`src/cmd_resp_pkg.sv`:
```
`default_nettype none
package cmd_resp_pkg;
   // ==========================================================
   // Command words
   localparam logic [15:0] CMD_NULL    = 16'h0000;
   localparam logic [15:0] CMD_RESET   = 16'h0011;
   localparam logic [15:0] CMD_STANDBY = 16'h0022;
   localparam logic [15:0] CMD_WAKEUP  = 16'h0033;
   localparam logic [15:0] CMD_LOCK    = 16'h0555;
   localparam logic [15:0] CMD_UNLOCK  = 16'h0655;
   // ==========================================================
   // Opcode prefixes in bits 15:13
   localparam logic [2:0]  PFX_READ    = 3'h1;
   localparam logic [2:0]  PFX_WRITE   = 3'h2;
   localparam logic [2:0]  PFX_MULTI   = 3'h3;
   localparam logic [7:0]  READY_HI    = 8'hFF;
   // ==========================================================
   // Register space
   localparam logic [4:0]  ADDR_FAULT  = 5'h02;
   localparam logic [4:0]  ADDR_LAST   = 5'h14;
   localparam logic [4:0]  ADDR_WR_LO  = 5'h0B;
   localparam logic [4:0]  ADDR_CHAN   = 5'h0F;
   localparam int          NUM_REGS    = 21;
   // Identifier byte, arbitrary neutral value
   localparam logic [7:0]  DEVICE_ID   = 8'h04;
   localparam logic [7:0]  REV_ID      = 8'h01;
   localparam logic [7:0]  RST_0B      = 8'h60;
   localparam logic [7:0]  RST_0C      = 8'h3C;
   localparam logic [7:0]  RST_0D      = 8'h08;
   localparam logic [7:0]  RST_0E      = 8'h86;
   // ==========================================================
   // Word width selection
   localparam logic [1:0]  WS_16       = 2'h0;
   localparam logic [1:0]  WS_24       = 2'h1;
   localparam logic [1:0]  WS_32       = 2'h2;
   localparam int          RESET_CYC   = 4;

   typedef enum logic [2:0] {
      ST_READY, ST_LOCKED, ST_ACTIVE, ST_STANDBY, ST_RESETTING
   } mode_t;
endpackage : cmd_resp_pkg
`default_nettype wire

```
`src/reg_store.sv`:
```
`default_nettype none
module reg_store
   import cmd_resp_pkg::*;
(
   // Clock and reset
   input  wire logic       clock,
   input  wire logic       rstn,
   // Soft reset and write port
   input  wire logic       soft_rst,
   input  wire logic       wr_en,
   input  wire logic [4:0] wr_addr,
   input  wire logic [7:0] wr_data,
   // Read port
   input  wire logic [4:0] rd_addr,
   output logic      [7:0] rd_data
);
   logic [7:0] mem_q [NUM_REGS];

   // ==========================================================
   // Default values
   function automatic logic [7:0] dflt(input int i);
      case (i)
         0:       dflt = DEVICE_ID;
         1:       dflt = REV_ID;
         11:      dflt = RST_0B;
         12:      dflt = RST_0C;
         13:      dflt = RST_0D;
         14:      dflt = RST_0E;
         default: dflt = 8'h00;
      endcase
   endfunction : dflt

   genvar g;
   generate
      for (g = 0; g < NUM_REGS; g++) begin : g_reg
         always_ff @(posedge clock or negedge rstn) begin
            if (!rstn) begin
               mem_q[g] <= dflt(g);
            end else if (soft_rst) begin
               mem_q[g] <= dflt(g); // [RULE11]
            end else if (wr_en && wr_addr == 5'(g) && wr_addr >= ADDR_WR_LO) begin
               mem_q[g] <= wr_data;
            end
         end
      end
   endgenerate

   // Beyond the last address reads zero
   always_comb begin
      if (rd_addr > ADDR_LAST) begin
         rd_data = 8'h00; // [RULE9]
      end else begin
         rd_data = mem_q[rd_addr];
      end
   end
endmodule : reg_store
`default_nettype wire

```
`src/cmd_responder.sv`:
```
`default_nettype none
// Functional notes
// RULE1: first device word of every frame carries a status response
// RULE2: ready and standby-ready output FF in high byte, device id low
// RULE3: in ready state a frame is a single word
// RULE4: after ready, only unlock is honoured
// RULE5: executed commands echo the received word; null never echoes
// RULE6: single read or write answers 001, address, data
// RULE7: null changes nothing and reads back fault register 02h
// RULE8: multi read answers 011, address, count-1, then two regs per word
// RULE9: nonexistent registers read as zero bytes
// RULE10: commands ignored while a multi read response is pending
// RULE11: reset after frame end, defaults restored, ready word out
// RULE12: standby halts conversions, registers still accessible
// RULE13: enable bits written in standby apply only after wakeup; here they also apply when lock leaves standby
// RULE14: standby answered with 0022h
// RULE15: host disables channels before standby
// RULE16: wakeup leaves standby, answered with 0033h
// RULE17: host re-enables channels and waits before wakeup
// RULE18: locked state accepts only unlock, null, reads
// RULE19: lock answers 0555h then fault register readback
// RULE20: unlock answers 0655h, full access next frame
// RULE21: no commands during power-up; ready word then unlock
// RULE22: single read is 001 plus address and zero byte
// RULE23: decode at frame end, answer in next frame's first word
// RULE24: fixed command codes, 16 MSBs of first word
// RULE25: status in 16 MSBs, lower bits zero
module cmd_responder
   import cmd_resp_pkg::*;
(
   // Clock and reset
   input  wire logic        clock,
   input  wire logic        rstn,
   // Frame interface from the serial shifter
   input  wire logic        frame_end,
   input  wire logic [31:0] cmd_word,
   input  wire logic [1:0]  word_size,
   input  wire logic        power_ok,
   // Response to the serial shifter
   output logic      [31:0] resp_word,
   output logic             single_word,
   // Converter control
   output logic             conv_run,
   output logic      [7:0]  chan_enable,
   output logic             locked
);
   import cmd_resp_pkg::*;

   // ==========================================================
   // State
   mode_t       mode_q,  mode_d;
   logic [15:0] resp_q,  resp_d;
   logic [4:0]  mr_addr_q, mr_addr_d;
   logic [8:0]  mr_left_q, mr_left_d;
   logic [2:0]  rst_cnt_q;
   logic        pwr_s1_q, pwr_s2_q;
   logic [7:0]  chan_shadow_q;
   logic [7:0]  chan_enable_q;

   logic [15:0] cmd;
   logic [2:0]  pfx;
   logic [4:0]  cmd_addr;
   logic        wr_en;
   logic        soft_rst;
   logic [4:0]  rd_addr;
   logic [7:0]  rd_data;
   logic [7:0]  rd_data2;
   logic [4:0]  rd_addr2;

   assign cmd      = cmd_word[31:16]; // [RULE24]
   assign pfx      = cmd[15:13];
   assign cmd_addr = cmd[12:8];

   // ==========================================================
   // Command classification, used for lock filter and execution
   // A read with a nonzero count byte asks for several registers
   function automatic logic is_multi(input logic [15:0] c);
      is_multi = (c[15:13] == PFX_READ) && (c[7:0] != 8'h00);
   endfunction : is_multi

   function automatic logic lock_ok(input logic [15:0] c);
      lock_ok = (c == CMD_UNLOCK) || (c == CMD_NULL) || (c[15:13] == PFX_READ); // [RULE18]
   endfunction : lock_ok

   // Power-good is a pin; synchronise before use
   always_ff @(posedge clock or negedge rstn) begin
      if (!rstn) begin
         pwr_s1_q <= 1'b0;
         pwr_s2_q <= 1'b0;
      end else begin
         pwr_s1_q <= power_ok;
         pwr_s2_q <= pwr_s1_q;
      end
   end

   // ==========================================================
   // Register storage
   reg_store u_regs (
      .clock    (clock),
      .rstn     (rstn),
      .soft_rst (soft_rst),
      .wr_en    (wr_en),
      .wr_addr  (cmd_addr),
      .wr_data  (cmd[7:0]),
      .rd_addr  (rd_addr),
      .rd_data  (rd_data)
   );

   // Second read port for the paired multi-read word
   reg_store u_regs_b (
      .clock    (clock),
      .rstn     (rstn),
      .soft_rst (soft_rst),
      .wr_en    (wr_en),
      .wr_addr  (cmd_addr),
      .wr_data  (cmd[7:0]),
      .rd_addr  (rd_addr2),
      .rd_data  (rd_data2)
   );

   // Both read ports saturate at the top so a long read never wraps onto real registers
   assign rd_addr2 = (mr_addr_q == 5'h1F) ? 5'h1F : 5'(mr_addr_q + 5'h01); // [RULE9]
   // Null and refused commands read back the fault register
   assign rd_addr  = (mr_left_q != 9'h000) ? mr_addr_q
                   : (pfx == PFX_READ || (pfx == PFX_WRITE && mode_q != ST_LOCKED)) ? cmd_addr
                   : ADDR_FAULT; // [RULE7] [RULE19]

   // ==========================================================
   // Command decode, applied at frame end
   always_comb begin
      mode_d     = mode_q;
      resp_d     = resp_q;
      mr_addr_d  = mr_addr_q;
      mr_left_d  = mr_left_q;
      wr_en      = 1'b0;
      soft_rst   = 1'b0;
      if (mode_q == ST_RESETTING) begin
         if (rst_cnt_q == 3'(RESET_CYC - 1) && pwr_s2_q) begin
            mode_d = ST_READY;
            resp_d = {READY_HI, DEVICE_ID}; // [RULE2] [RULE11] [RULE21]
         end
      end else if (frame_end) begin // [RULE23]
         if (mr_left_q != 9'h000) begin
            // Pending multi read: new commands are dropped
            resp_d    = {rd_data, (mr_left_q > 9'h001) ? rd_data2 : 8'h00}; // [RULE8] [RULE10]
            mr_addr_d = (mr_addr_q > 5'h1C) ? 5'h1E : 5'(mr_addr_q + 5'h02);
            mr_left_d = (mr_left_q > 9'h002) ? 9'(mr_left_q - 9'h002) : 9'h000;
         end else if (mode_q == ST_READY) begin
            if (cmd == CMD_UNLOCK) begin // [RULE4] [RULE21]
               mode_d = ST_ACTIVE;
               resp_d = CMD_UNLOCK;
            end
         end else if (mode_q == ST_LOCKED && !lock_ok(cmd)) begin
            resp_d = {PFX_READ, ADDR_FAULT, rd_data}; // [RULE18] [RULE19]
         end else if (cmd == CMD_NULL) begin
            resp_d  = {PFX_READ, ADDR_FAULT, rd_data}; // [RULE7]
         end else if (cmd == CMD_UNLOCK) begin
            mode_d = (mode_q == ST_STANDBY) ? ST_STANDBY : ST_ACTIVE; // [RULE20]
            resp_d = CMD_UNLOCK;
         end else if (cmd == CMD_LOCK) begin
            mode_d     = ST_LOCKED;
            resp_d     = CMD_LOCK; // [RULE19]
         end else if (cmd == CMD_RESET) begin
            mode_d   = ST_RESETTING; // [RULE11]
            soft_rst = 1'b1;
         end else if (cmd == CMD_STANDBY) begin
            mode_d = ST_STANDBY; // [RULE12]
            resp_d = CMD_STANDBY; // [RULE14] [RULE5]
         end else if (cmd == CMD_WAKEUP) begin
            mode_d = ST_ACTIVE; // [RULE16]
            resp_d = CMD_WAKEUP; // [RULE5]
         end else if (pfx == PFX_READ && !is_multi(cmd)) begin
            resp_d = {PFX_READ, cmd_addr, rd_data}; // [RULE6] [RULE22]
         end else if (pfx == PFX_WRITE) begin
            // Read-only and missing addresses answer what is really stored
            wr_en  = 1'b1;
            resp_d = {PFX_READ, cmd_addr, // [RULE6]
                      (cmd_addr >= ADDR_WR_LO && cmd_addr <= ADDR_LAST) ? cmd[7:0] : rd_data};
         end else if (is_multi(cmd)) begin
            resp_d    = {PFX_MULTI, cmd_addr, cmd[7:0]}; // [RULE8]
            mr_addr_d = cmd_addr;
            mr_left_d = 9'(cmd[7:0]) + 9'h001;
         end
      end
   end

   // ==========================================================
   // State registers
   always_ff @(posedge clock or negedge rstn) begin
      if (!rstn) begin
         mode_q <= ST_RESETTING;
         resp_q <= 16'h0000;
      end else begin
         mode_q <= mode_d;
         resp_q <= resp_d;
      end
   end

   always_ff @(posedge clock or negedge rstn) begin
      if (!rstn) begin
         mr_addr_q  <= 5'h00;
         mr_left_q  <= 9'h000;
      end else begin
         mr_addr_q  <= soft_rst ? 5'h00 : mr_addr_d;
         mr_left_q  <= soft_rst ? 9'h000 : mr_left_d;
      end
   end

   // Reset sequencing counter; holds the device until power is good
   always_ff @(posedge clock or negedge rstn) begin
      if (!rstn) begin
         rst_cnt_q <= 3'h0;
      end else if (mode_q != ST_RESETTING) begin
         rst_cnt_q <= 3'h0;
      end else if (rst_cnt_q != 3'(RESET_CYC - 1)) begin
         rst_cnt_q <= rst_cnt_q + 3'h1;
      end
   end

   // ==========================================================
   // Channel enables are latched only outside standby, so writes made
   // in standby wait until wakeup or lock takes the device out of standby
   always_ff @(posedge clock or negedge rstn) begin
      if (!rstn) begin
         chan_enable_q <= 8'h00;
      end else if (mode_q != ST_STANDBY) begin
         chan_enable_q <= chan_shadow_q; // [RULE13]
      end
   end

   // Local copy of the enable register, so the freeze above needs no path into storage
   always_ff @(posedge clock or negedge rstn) begin
      if (!rstn) begin
         chan_shadow_q <= 8'h00;
      end else if (soft_rst) begin
         chan_shadow_q <= 8'h00;
      end else if (wr_en && cmd_addr == ADDR_CHAN) begin
         chan_shadow_q <= cmd[7:0];
      end
   end

   // ==========================================================
   // Outputs
   always_ff @(posedge clock or negedge rstn) begin
      if (!rstn) begin
         resp_word   <= 32'h0000_0000;
         single_word <= 1'b1;
         conv_run    <= 1'b0;
         chan_enable <= 8'h00;
         locked      <= 1'b0;
      end else begin
         resp_word   <= {resp_d, 16'h0000}; // [RULE1] [RULE25]
         single_word <= (mode_d == ST_READY) || (mode_d == ST_RESETTING); // [RULE3]
         conv_run    <= (mode_d == ST_ACTIVE) || (mode_d == ST_LOCKED); // [RULE12]
         chan_enable <= chan_enable_q;
         locked      <= (mode_d == ST_LOCKED);
      end
   end

   // ==========================================================
   // Checks
   a_ready_word: assert property (@(posedge clock) disable iff (!rstn) // [RULE2]
      (mode_q == ST_RESETTING && mode_d == ST_READY)
      |=> resp_word[31:16] == {READY_HI, DEVICE_ID})
      else $error("ready word not shown");

   a_null_fault: assert property (@(posedge clock) disable iff (!rstn) // [RULE7]
      (frame_end && mode_q == ST_ACTIVE && mr_left_q == 9'h000 && cmd == CMD_NULL)
      |=> resp_word[31:24] == {PFX_READ, ADDR_FAULT})
      else $error("null did not read fault register");

   a_standby_ack: assert property (@(posedge clock) disable iff (!rstn) // [RULE14]
      (frame_end && mode_q == ST_ACTIVE && mr_left_q == 9'h000 && cmd == CMD_STANDBY)
      |=> resp_word[31:16] == CMD_STANDBY && !conv_run)
      else $error("standby not acknowledged");

   a_wakeup_ack: assert property (@(posedge clock) disable iff (!rstn) // [RULE16]
      (frame_end && mode_q == ST_STANDBY && mr_left_q == 9'h000 && cmd == CMD_WAKEUP)
      |=> resp_word[31:16] == CMD_WAKEUP && conv_run)
      else $error("wakeup not acknowledged");

   a_lock_ack: assert property (@(posedge clock) disable iff (!rstn) // [RULE19]
      (frame_end && mode_q == ST_ACTIVE && mr_left_q == 9'h000 && cmd == CMD_LOCK)
      |=> resp_word[31:16] == CMD_LOCK && locked)
      else $error("lock not acknowledged");

   a_ready_gate: assert property (@(posedge clock) disable iff (!rstn) // [RULE4]
      (frame_end && mode_q == ST_READY && cmd != CMD_UNLOCK)
      |=> $stable(resp_word))
      else $error("ready state answered a command");

   a_lock_filter: assert property (@(posedge clock) disable iff (!rstn) // [RULE18]
      (frame_end && mode_q == ST_LOCKED && mr_left_q == 9'h000 && cmd == CMD_STANDBY)
      |=> locked)
      else $error("locked state took standby");

   a_multi_hold: assert property (@(posedge clock) disable iff (!rstn) // [RULE10]
      (frame_end && mr_left_q > 9'h002)
      |=> mr_left_q == $past(mr_left_q) - 9'h002)
      else $error("multi read not progressing");

   a_low_zero: assert property (@(posedge clock) disable iff (!rstn) // [RULE25]
      resp_word[15:0] == 16'h0000)
      else $error("low bits not zero");

   a_unlock_ack: assert property (@(posedge clock) disable iff (!rstn) // [RULE20]
      (frame_end && mode_q == ST_LOCKED && mr_left_q == 9'h000 && cmd == CMD_UNLOCK)
      |=> resp_word[31:16] == CMD_UNLOCK && !locked)
      else $error("unlock not acknowledged");

   a_ready_unlock: assert property (@(posedge clock) disable iff (!rstn) // [RULE4]
      (frame_end && mode_q == ST_READY && cmd == CMD_UNLOCK)
      |=> resp_word[31:16] == CMD_UNLOCK && !single_word)
      else $error("ready state did not take unlock");

   a_ready_single: assert property (@(posedge clock) disable iff (!rstn) // [RULE3]
      (frame_end && mode_q == ST_READY && cmd != CMD_UNLOCK)
      |=> single_word)
      else $error("ready frame not single word");

   a_lock_refuse: assert property (@(posedge clock) disable iff (!rstn) // [RULE19]
      (frame_end && mode_q == ST_LOCKED && mr_left_q == 9'h000 && !lock_ok(cmd))
      |=> resp_word[31:24] == {PFX_READ, ADDR_FAULT} && locked)
      else $error("refused command not answered with fault readback");

   a_reset_entry: assert property (@(posedge clock) disable iff (!rstn) // [RULE11]
      (frame_end && mode_q == ST_ACTIVE && mr_left_q == 9'h000 && cmd == CMD_RESET)
      |=> single_word && !conv_run)
      else $error("reset command not started");

   a_multi_first: assert property (@(posedge clock) disable iff (!rstn) // [RULE8]
      (frame_end && mode_q == ST_ACTIVE && mr_left_q == 9'h000 && is_multi(cmd))
      |=> resp_word[31:16] == {PFX_MULTI, $past(cmd[12:0])})
      else $error("multi read header wrong");

   a_read_echo: assert property (@(posedge clock) disable iff (!rstn) // [RULE22]
      (frame_end && mode_q == ST_ACTIVE && mr_left_q == 9'h000 && pfx == PFX_READ
       && !is_multi(cmd))
      |=> resp_word[31:24] == {PFX_READ, $past(cmd_addr)})
      else $error("single read address byte wrong");

   a_multi_pad: assert property (@(posedge clock) disable iff (!rstn) // [RULE8]
      (frame_end && mr_left_q == 9'h001)
      |=> resp_word[23:16] == 8'h00)
      else $error("odd multi read not padded");

   a_resp_hold: assert property (@(posedge clock) disable iff (!rstn) // [RULE23]
      (!frame_end && mode_q != ST_RESETTING)
      |=> $stable(resp_word))
      else $error("response changed without a frame end");

   a_chan_freeze: assert property (@(posedge clock) disable iff (!rstn) // [RULE13]
      (mode_q == ST_STANDBY && $past(mode_q) == ST_STANDBY)
      |=> $stable(chan_enable))
      else $error("channel enables changed in standby");
endmodule : cmd_responder
`default_nettype wire

```
`config.mk`:
```
export PLATFORM = sky130hd
export DESIGN_NAME = cmd_responder
export DESIGN_NICKNAME = d
export VERILOG_FILES = /design/src/cmd_resp_pkg.sv /design/src/reg_store.sv /design/src/cmd_responder.sv
export SDC_FILE = /design/constraint.sdc
export NUM_CORES = 1
export LEC_CHECK = 0
export BUFFER_PORTS_ARGS = -buffer_cell sky130_fd_sc_hd__buf_4
export CELL_PAD_IN_SITES_DETAIL_PLACEMENT = 1
export CELL_PAD_IN_SITES_GLOBAL_PLACEMENT = 2
export CORE_ASPECT_RATIO = 1.1
export CORE_UTILIZATION = 42
export DETAILED_ROUTE_END_ITERATION = 8
export PLACE_DENSITY_LB_ADDON = 0.1
export SLEW_MARGIN = 5
export SYNTH_ARGS = -nofsm -noshare
export SYNTH_HDL_FRONTEND = slang
export SYNTH_SLANG_ARGS = --single-unit
```
`constraint.sdc`:
```
create_clock -name clock -period 5.2 [get_ports clock]
set_input_delay 0.78 -clock clock [delete_from_list [all_inputs] [get_ports clock]]
set_output_delay 0.78 -clock clock [all_outputs]
set_load 0.1 [all_outputs]
```
# After elaboration in Yosys (flattened, before gate mapping)
# Cells that the tools add are included.
[word_totals]
regBits = 233
inputBits = 38
output_inout_bits = 43
wordCells = 336
[classes]
add_sub_neg = 5
magnitude_cmp = 9
eq_ne = 53
mux = 143
n_bitwise = 2
n_reduce_logical = 90
[op_table]
columns = ["cell", "n"]
rows = [
  ["8-bit 2-to-1 mux", 52],
  ["16-bit 2-to-1 mux", 16],
  ["9-bit 2-to-1 mux", 16],
  ["5-bit 2-to-1 mux", 19],
  ["8-bit binary-select mux with 5-bit select", 2],
  ["2-bit nonzero test", 25],
  ["1-bit logical AND", 48],
  ["3-bit 2-to-1 mux", 15],
  ["5-bit by 4-bit == test with 1-bit output, second input constant", 8],
  ["3-bit by 2-bit != test with 1-bit output, second input constant", 12],
  ["16-bit by 11-bit == test with 1-bit output, second input constant", 2],
  ["16-bit by 6-bit == test with 1-bit output, second input constant", 2],
  ["5-bit == test, second input constant", 6],
  ["1-bit 2-to-1 mux", 23],
  ["5-bit by 3-bit == test with 1-bit output, second input constant", 4],
  ["16-bit by 5-bit == test with 1-bit output, second input constant", 1],
  ["16-bit zero test", 1],
  ["5-bit > comparator, second input constant", 3],
  ["13-bit AND reduction", 1],
  ["3-bit by 2-bit == test with 1-bit output, second input constant", 4],
  ["6-bit greater-or-equal comparator, second input constant", 2],
  ["5-bit NOT with 6-bit output", 2],
  ["11-bit nonzero test", 1],
  ["5-bit by 2-bit == test with 1-bit output, second input constant", 2],
  ["other kinds (25)", 35],
]

# Depth between registers and ports, before layout
[logic_depth]
depth_word = 24
depth_mapped = 13

# Cells and area by module
# From an unflattened synthesis, not the netlist that was laid out.
[hier_totals]
hier_cells = 1774
area_unflattened_um2 = 19518.7
[modules_own_cells]
columns = ["mod", "n_inst", "cells_per_inst", "area_per_inst_um2", "seq_area_each_um2"]
rows = [
  ["reg_store", 2, 647, 7643.6, 4219.0],
  ["cmd_responder", 1, 480, 4231.6, 1629.1],
]

# Worst setup path before layout
# No wires, ideal clock.
[synth_timing]
kind = "input to register"
from = "input cmd_word[28]"
to = "register chan_shadow_q[0]"
setup_ns = 0.132
t_arrival_ns = 3.224
slack_ns = 1.844
cell_stages = 8
cell_sequence = "clkbuf_1 -> or4_1 -> or4_1 -> nor2_4 -> nor3_1 -> nor4_2 -> clkbuf_1 -> nor2_1"
[synth_between]
elab_chain_cells = 14
word_cells_on_any_way = 34
[synth_lines]
columns = ["element", "line_no", "rtl"]
rows = [
  ["from (decl)", "cmd_responder.sv:36", "input wire logic [31:0] cmd_word,"],
  ["16-bit by 6-bit == test with 1-bit output", "cmd_responder.sv:169", "end else if (cmd == CMD_WAKEUP) begin"],
  ["1-bit 2-to-1 mux", "cmd_responder.sv:169", ""],
  ["1-bit 2-to-1 mux", "cmd_responder.sv:166", "end else if (cmd == CMD_STANDBY) begin"],
  ["1-bit 2-to-1 mux", "cmd_responder.sv:163", "end else if (cmd == CMD_RESET) begin"],
  ["1-bit 2-to-1 mux", "cmd_responder.sv:160", "end else if (cmd == CMD_LOCK) begin"],
  ["1-bit 2-to-1 mux", "cmd_responder.sv:157", "end else if (cmd == CMD_UNLOCK) begin"],
  ["1-bit 2-to-1 mux", "cmd_responder.sv:155", "end else if (cmd == CMD_NULL) begin"],
  ["1-bit 2-to-1 mux", "cmd_responder.sv:153", "end else if (mode_q == ST_LOCKED && !lock_ok(cmd)) begin"],
  ["1-bit 2-to-1 mux", "cmd_responder.sv:148", "end else if (mode_q == ST_READY) begin"],
  ["1-bit 2-to-1 mux", "cmd_responder.sv:143", "if (mr_left_q != 9'h000) begin"],
  ["1-bit 2-to-1 mux", "cmd_responder.sv:142", "end else if (frame_end) begin"],
  ["1-bit 2-to-1 mux", "cmd_responder.sv:137", "if (mode_q == ST_RESETTING) begin"],
  ["1-bit logical AND", "cmd_responder.sv:237", "end else if (wr_en && cmd_addr == ADDR_CHAN) begin"],
  ["2-bit nonzero test (no source line)", "--", ""],
  ["to (signal assigned)", "cmd_responder.sv:238", "chan_shadow_q <= cmd[7:0];"],
  ["to (decl)", "cmd_responder.sv:57", "logic [7:0] chan_shadow_q;"],
]
# Parallel ways exist; a longest one is shown, timed or not.
# A chain may end at the register's enable or synchronous reset.

# Worst setup path in the final report
[layout_timing]
from = "register mr_left_q[4]"
to = "register resp_word[17]"
[layout_between]
elab_chain_cells = 21
word_cells_on_any_way = 28
[layout_lines]
columns = ["element", "line_no", "rtl"]
rows = [
  ["from (decl)", "cmd_responder.sv:54", "logic [8:0] mr_left_q, mr_left_d;"],
  ["from (signal assigned)", "cmd_responder.sv:205", "mr_left_q <= soft_rst ? 9'h000 : mr_left_d;"],
  ["9-bit nonzero test", "cmd_responder.sv:124, cmd_responder.sv:143", ""],
  ["5-bit 2-to-1 mux", "cmd_responder.sv:124", "assign rd_addr = (mr_left_q != 9'h000) ? mr_addr_q"],
  ["5-bit NOT with 6-bit output (implied by the code)", "reg_store.sv:53", "rd_data = mem_q[rd_addr];"],
  ["8-bit binary-select mux with 5-bit select", "reg_store.sv:53", ""],
  ["8-bit 2-to-1 mux (implied by the code) (2 in a row)", "reg_store.sv:53", ""],
  ["8-bit 2-to-1 mux", "reg_store.sv:50", "if (rd_addr > ADDR_LAST) begin"],
  ["8-bit 2-to-1 mux", "cmd_responder.sv:178", "(cmd_addr >= ADDR_WR_LO && cmd_addr <= ADDR_LAST) ? cmd[7:0] : rd_data};"],
  ["16-bit 2-to-1 mux", "cmd_responder.sv:174", "end else if (pfx == PFX_WRITE) begin"],
  ["[... 4 more ...]", "--", ""],
  ["16-bit 2-to-1 mux", "cmd_responder.sv:160", ""],
  ["16-bit 2-to-1 mux", "cmd_responder.sv:157", ""],
  ["16-bit 2-to-1 mux", "cmd_responder.sv:155", ""],
  ["16-bit 2-to-1 mux", "cmd_responder.sv:153", ""],
  ["16-bit 2-to-1 mux", "cmd_responder.sv:148", ""],
  ["16-bit 2-to-1 mux", "cmd_responder.sv:143", ""],
  ["16-bit 2-to-1 mux", "cmd_responder.sv:142", ""],
  ["16-bit 2-to-1 mux", "cmd_responder.sv:137", ""],
  ["to (signal assigned)", "cmd_responder.sv:252", "resp_word <= {resp_d, 16'h0000};"],
  ["to (decl)", "cmd_responder.sv:40", "output logic [31:0] resp_word,"],
]
# Parallel ways exist; a longest one is shown, timed or not. The select of a mux whose other input is x is not followed.

==> results.md <==
* Hold buffer count at cts at 0
* Layout Skew at 0.0186 ns
* DR WL/cell at 26.4 um
* Clock buffer depth at 3
* Most frequent cells after synthesis: nand2_1, dfrtp_1, nor2_1
* Final setup TNS at 0 ns
* YS warnings at 0
* Power share of the combinational group at 51.4%
* Int Pwr at 0.00434 W
* Clk pin slew, worst setup/hold paths at 0.06 ns
* Cts repair resizes at 0
* Worst hold path type: in2async
* Syn Area/Cell at 9.05 sq um
* Final setup fails at 0
* Post-synthesis sequential element count at 233
* DRT antenna net count at 0
* Asr flop ratio synth at 100%
* EDFF count, synth at 0
* First-pass GRT wire length at 78500 um
* Setup CP Type: reg2reg
* RR Startpoint: mr_left_q[4]$_DFFE_PN0P_
* Cell Pwr Density at 550 mW/mm^2
* WP data arrival at 4.62 ns
* VDD IR max at 0.269 mV
* Area grow syn2layout at 13.9%
* Initial antenna violation count at 0
* Die height at 189 um
* Total gr overflow at 0
* Design area at 0.0152 sq mm
* Initial Util at 42.7%
* Fmax at 0.240 GHz
* Crit path cell chain: or4_1 -> nor3_2 -> buf_4 -> a31o_2 -> buf_4 -> mux2i_1 -> a211oi_1 -> nor4_1 -> o22ai_1 -> a211o_1
* Ys flop type: dfrtp_1
* Vias in the first global route at 12400
* # Post-CTS Setup Buffers at 0
* Startpoint types: register
* Via Count at 12100
* Crit path capture type: register
* Root Driver: clkbuf_16
* Die width at 172 um
* Clock power share at 24.0%
* Final non-filler cell total at 1955
* Depth of the CTS H-tree at 1
* Top cell type's share of synthesized area at 40.9%
* Worst-path maximum fanout at 17
* Mapped Area at 0.0134 sq mm
* CTS buffer count at 28
* DP HPWL at 35800 um
* Sw frac at 48.2%
* Crit path time final at 4.17 ns
* Antenna Cells at 0
* Placed insts at 1903
* Layout Nets at 1561
* Placer Congestion at 0.946
* Tcrit/Tclk final at 80.1%
* Most numerous cell in the Yosys netlist: nand2_1
* Pin count of the biggest net entering global routing at 88
* Status: completed
* Top post-synthesis cells by area: dfrtp_1, nand2_1, mux2i_1
* Drt drc at 0
* Final core occ at 48.6%
* CTS tree: built
* Leading area contributor after synthesis: dfrtp_1
* Slew Viols, Final at 0
* Clk sinks at 233
* Synth unique cells at 81
* Tot GR Track Use at 32.3%
* WL final at 51600 um
* Core Box Area at 0.0314 sq mm
* DR iter-0 viols at 950
* R2r endpoint: resp_word[17]$_DFFE_PN0P_
* Worst Reg-to-Reg Cells at 10
* Worst path slowest cell: or4_1
* Post-Syn Instances at 1479
* Std-Cell Rows at 68
* IO Port Bufs at 46
* Layout cells sized above 1 at 15.1%
* Placement Cell Area at 0.0143 sq mm
* Slew margin rel. at 29.4%
* R2r setup slk at 1.03 ns
* Crit path max-delay family: simple AND/OR/NAND/NOR gates
* Part of the power in registers at 24.5%
* Max-Cap Viols at 0
* Ports at 81
* Seq/Total Area, Yosys at 43.7%
* DRT Pass-1 Iters at 6
* Worst path max stage delay at 0.83 ns
* Unrepaired setup endpoints after global routing: false
* Avg Vias per Cell at 6.21
* CP dominant cell by count: buf_4
* WP data required at 5.65 ns
* Leakage power at 6.66 nW
* Worst slew pin tran at 1.06 ns
* Switching pwr at 0.00404 W
* Hold Fails Final Rpt at 0
* Die area at 0.0326 sq mm
* Clock latency on the worst-skew pair at 0.57 ns
* Worst path buffer plus inverter count at 2
## how the worst max path moves through the flow
stage                              from                             end  slack, ns  depth (start not counted)
2_1_floorplan              cmd_word[28]    chan_shadow_q[0]$_DFFE_PN0P_       1.84                          8
3_3_place_gp               cmd_word[17]    u_regs.mem_q[42]$_DFFE_PN0P_       1.01                         12
4_1_cts        mr_left_q[4]$_DFFE_PN0P_  u_regs_b.mem_q[22]$_DFFE_PN0P_       1.07                          8
3_5_place_dp               cmd_word[17]    u_regs.mem_q[47]$_DFFE_PN0P_       0.95                         12
6_report       mr_left_q[4]$_DFFE_PN0P_       resp_word[17]$_DFFE_PN0P_       1.03                         10
5_1_grt        mr_left_q[4]$_DFFE_PN0P_       resp_word[17]$_DFFE_PN0P_       0.80                         10
## cell type report
cell class / count / area (sq um)
multi-input combinational: 1107 / 6970
tap: 420 / 526
clock inverter: 6 / 83.8
sequential: 233 / 5850
fill: 3600 / 16100
timing repair buffer: 111 / 853
inverter: 32 / 120
clock buffer: 46 / 850
## placed cells by master, fill, tap and decap left out, types with 7 or more instances in the layout
cell type / count
a211o_1: 8
a211oi_1: 48
a21o_1: 7
a21oi_1: 79
a221oi_1: 13
a22o_1: 9
a22oi_1: 8
a311oi_1: 11
a31oi_1: 21
and2_1: 90
and3_1: 12
buf_4: 109
clkbuf_1: 11
clkbuf_16: 29
conb_1: 16
dfrtp_1: 218
dfstp_2: 14
ha_1: 10
inv_1: 31
mux2_2: 23
mux2i_1: 75
nand2_1: 240
nand2b_1: 7
nand3_1: 41
nand4_1: 7
nor2_1: 103
nor3_1: 29
nor4_1: 10
nor4_4: 11
o211ai_1: 11
o21ai_0: 23
o21ai_1: 48
o221ai_1: 7
o22ai_1: 16
o31ai_1: 11
or3_1: 9
## stage by stage
step / hold WS (ns) / power [W] / setup WS [ns]
global route: 0.170 / 0.00866 / 0.798
floorplan: 0.331 / 0.00464 / 1.84
finish: 0.142 / 0.00838 / 1.03
global placement: 0.333 / 0.00626 / 1.01
detailed placement: 0.352 / 0.00629 / 0.948
CTS: 0.147 / 0.00832 / 1.07
## logic make-up (layout without fill, tap and decap cells)
group / count (synthesis) / after routing / share of synthesized area, %
mux: 103 / 103 / 8.30
simple gates: 594 / 594 / 22.4
compound gates: 373 / 373 / 18.8
flops: 233 / 233 / 43.7
fa+ha+maj: 10 / 10 / 0.934
buf+inv: 154 / 195 / 5.16
other cells: 1 / 16 / 0.0280
xor+xnor: 11 / 11 / 0.719
## flip-flops by register name, indices dropped and copies added (netlist names)
register / flops
u_regs.mem_q: 104
u_regs_b.mem_q: 64
resp_word: 16
mr_left_q: 9
chan_enable: 8
chan_enable_q: 8
chan_shadow_q: 8
mr_addr_q: 5
mode_q: 3
rst_cnt_q: 3
conv_run: 1
locked: 1
pwr_s1_q: 1
pwr_s2_q: 1
single_word: 1
## power groups by stage
stage	sequential (W)	combinational (W)	clock, W
after floorplan	0.00240	0.00223	0
after detailed placement	0.00208	0.00421	0
final	0.00206	0.00431	0.00201
after global routing	0.00207	0.00448	0.00212
after CTS	0.00205	0.00422	0.00204
after global placement	0.00208	0.00418	0
## layer usage
| metal | vias up | GRT usage, % | share of wire (%) |
|---|---|---|---|
| met5 | - | 0 | 0 |
| met4 | 0 | 12.4 | 3.7 |
| met3 | 107 | 4.62 | 6.2 |
| met1 | 6274 | 44.2 | 44 |
| li1 | 5366 | - | - |
| met2 | 397 | 51.6 | 46 |
No activity file was read; power rests on OpenSTA's default activity.
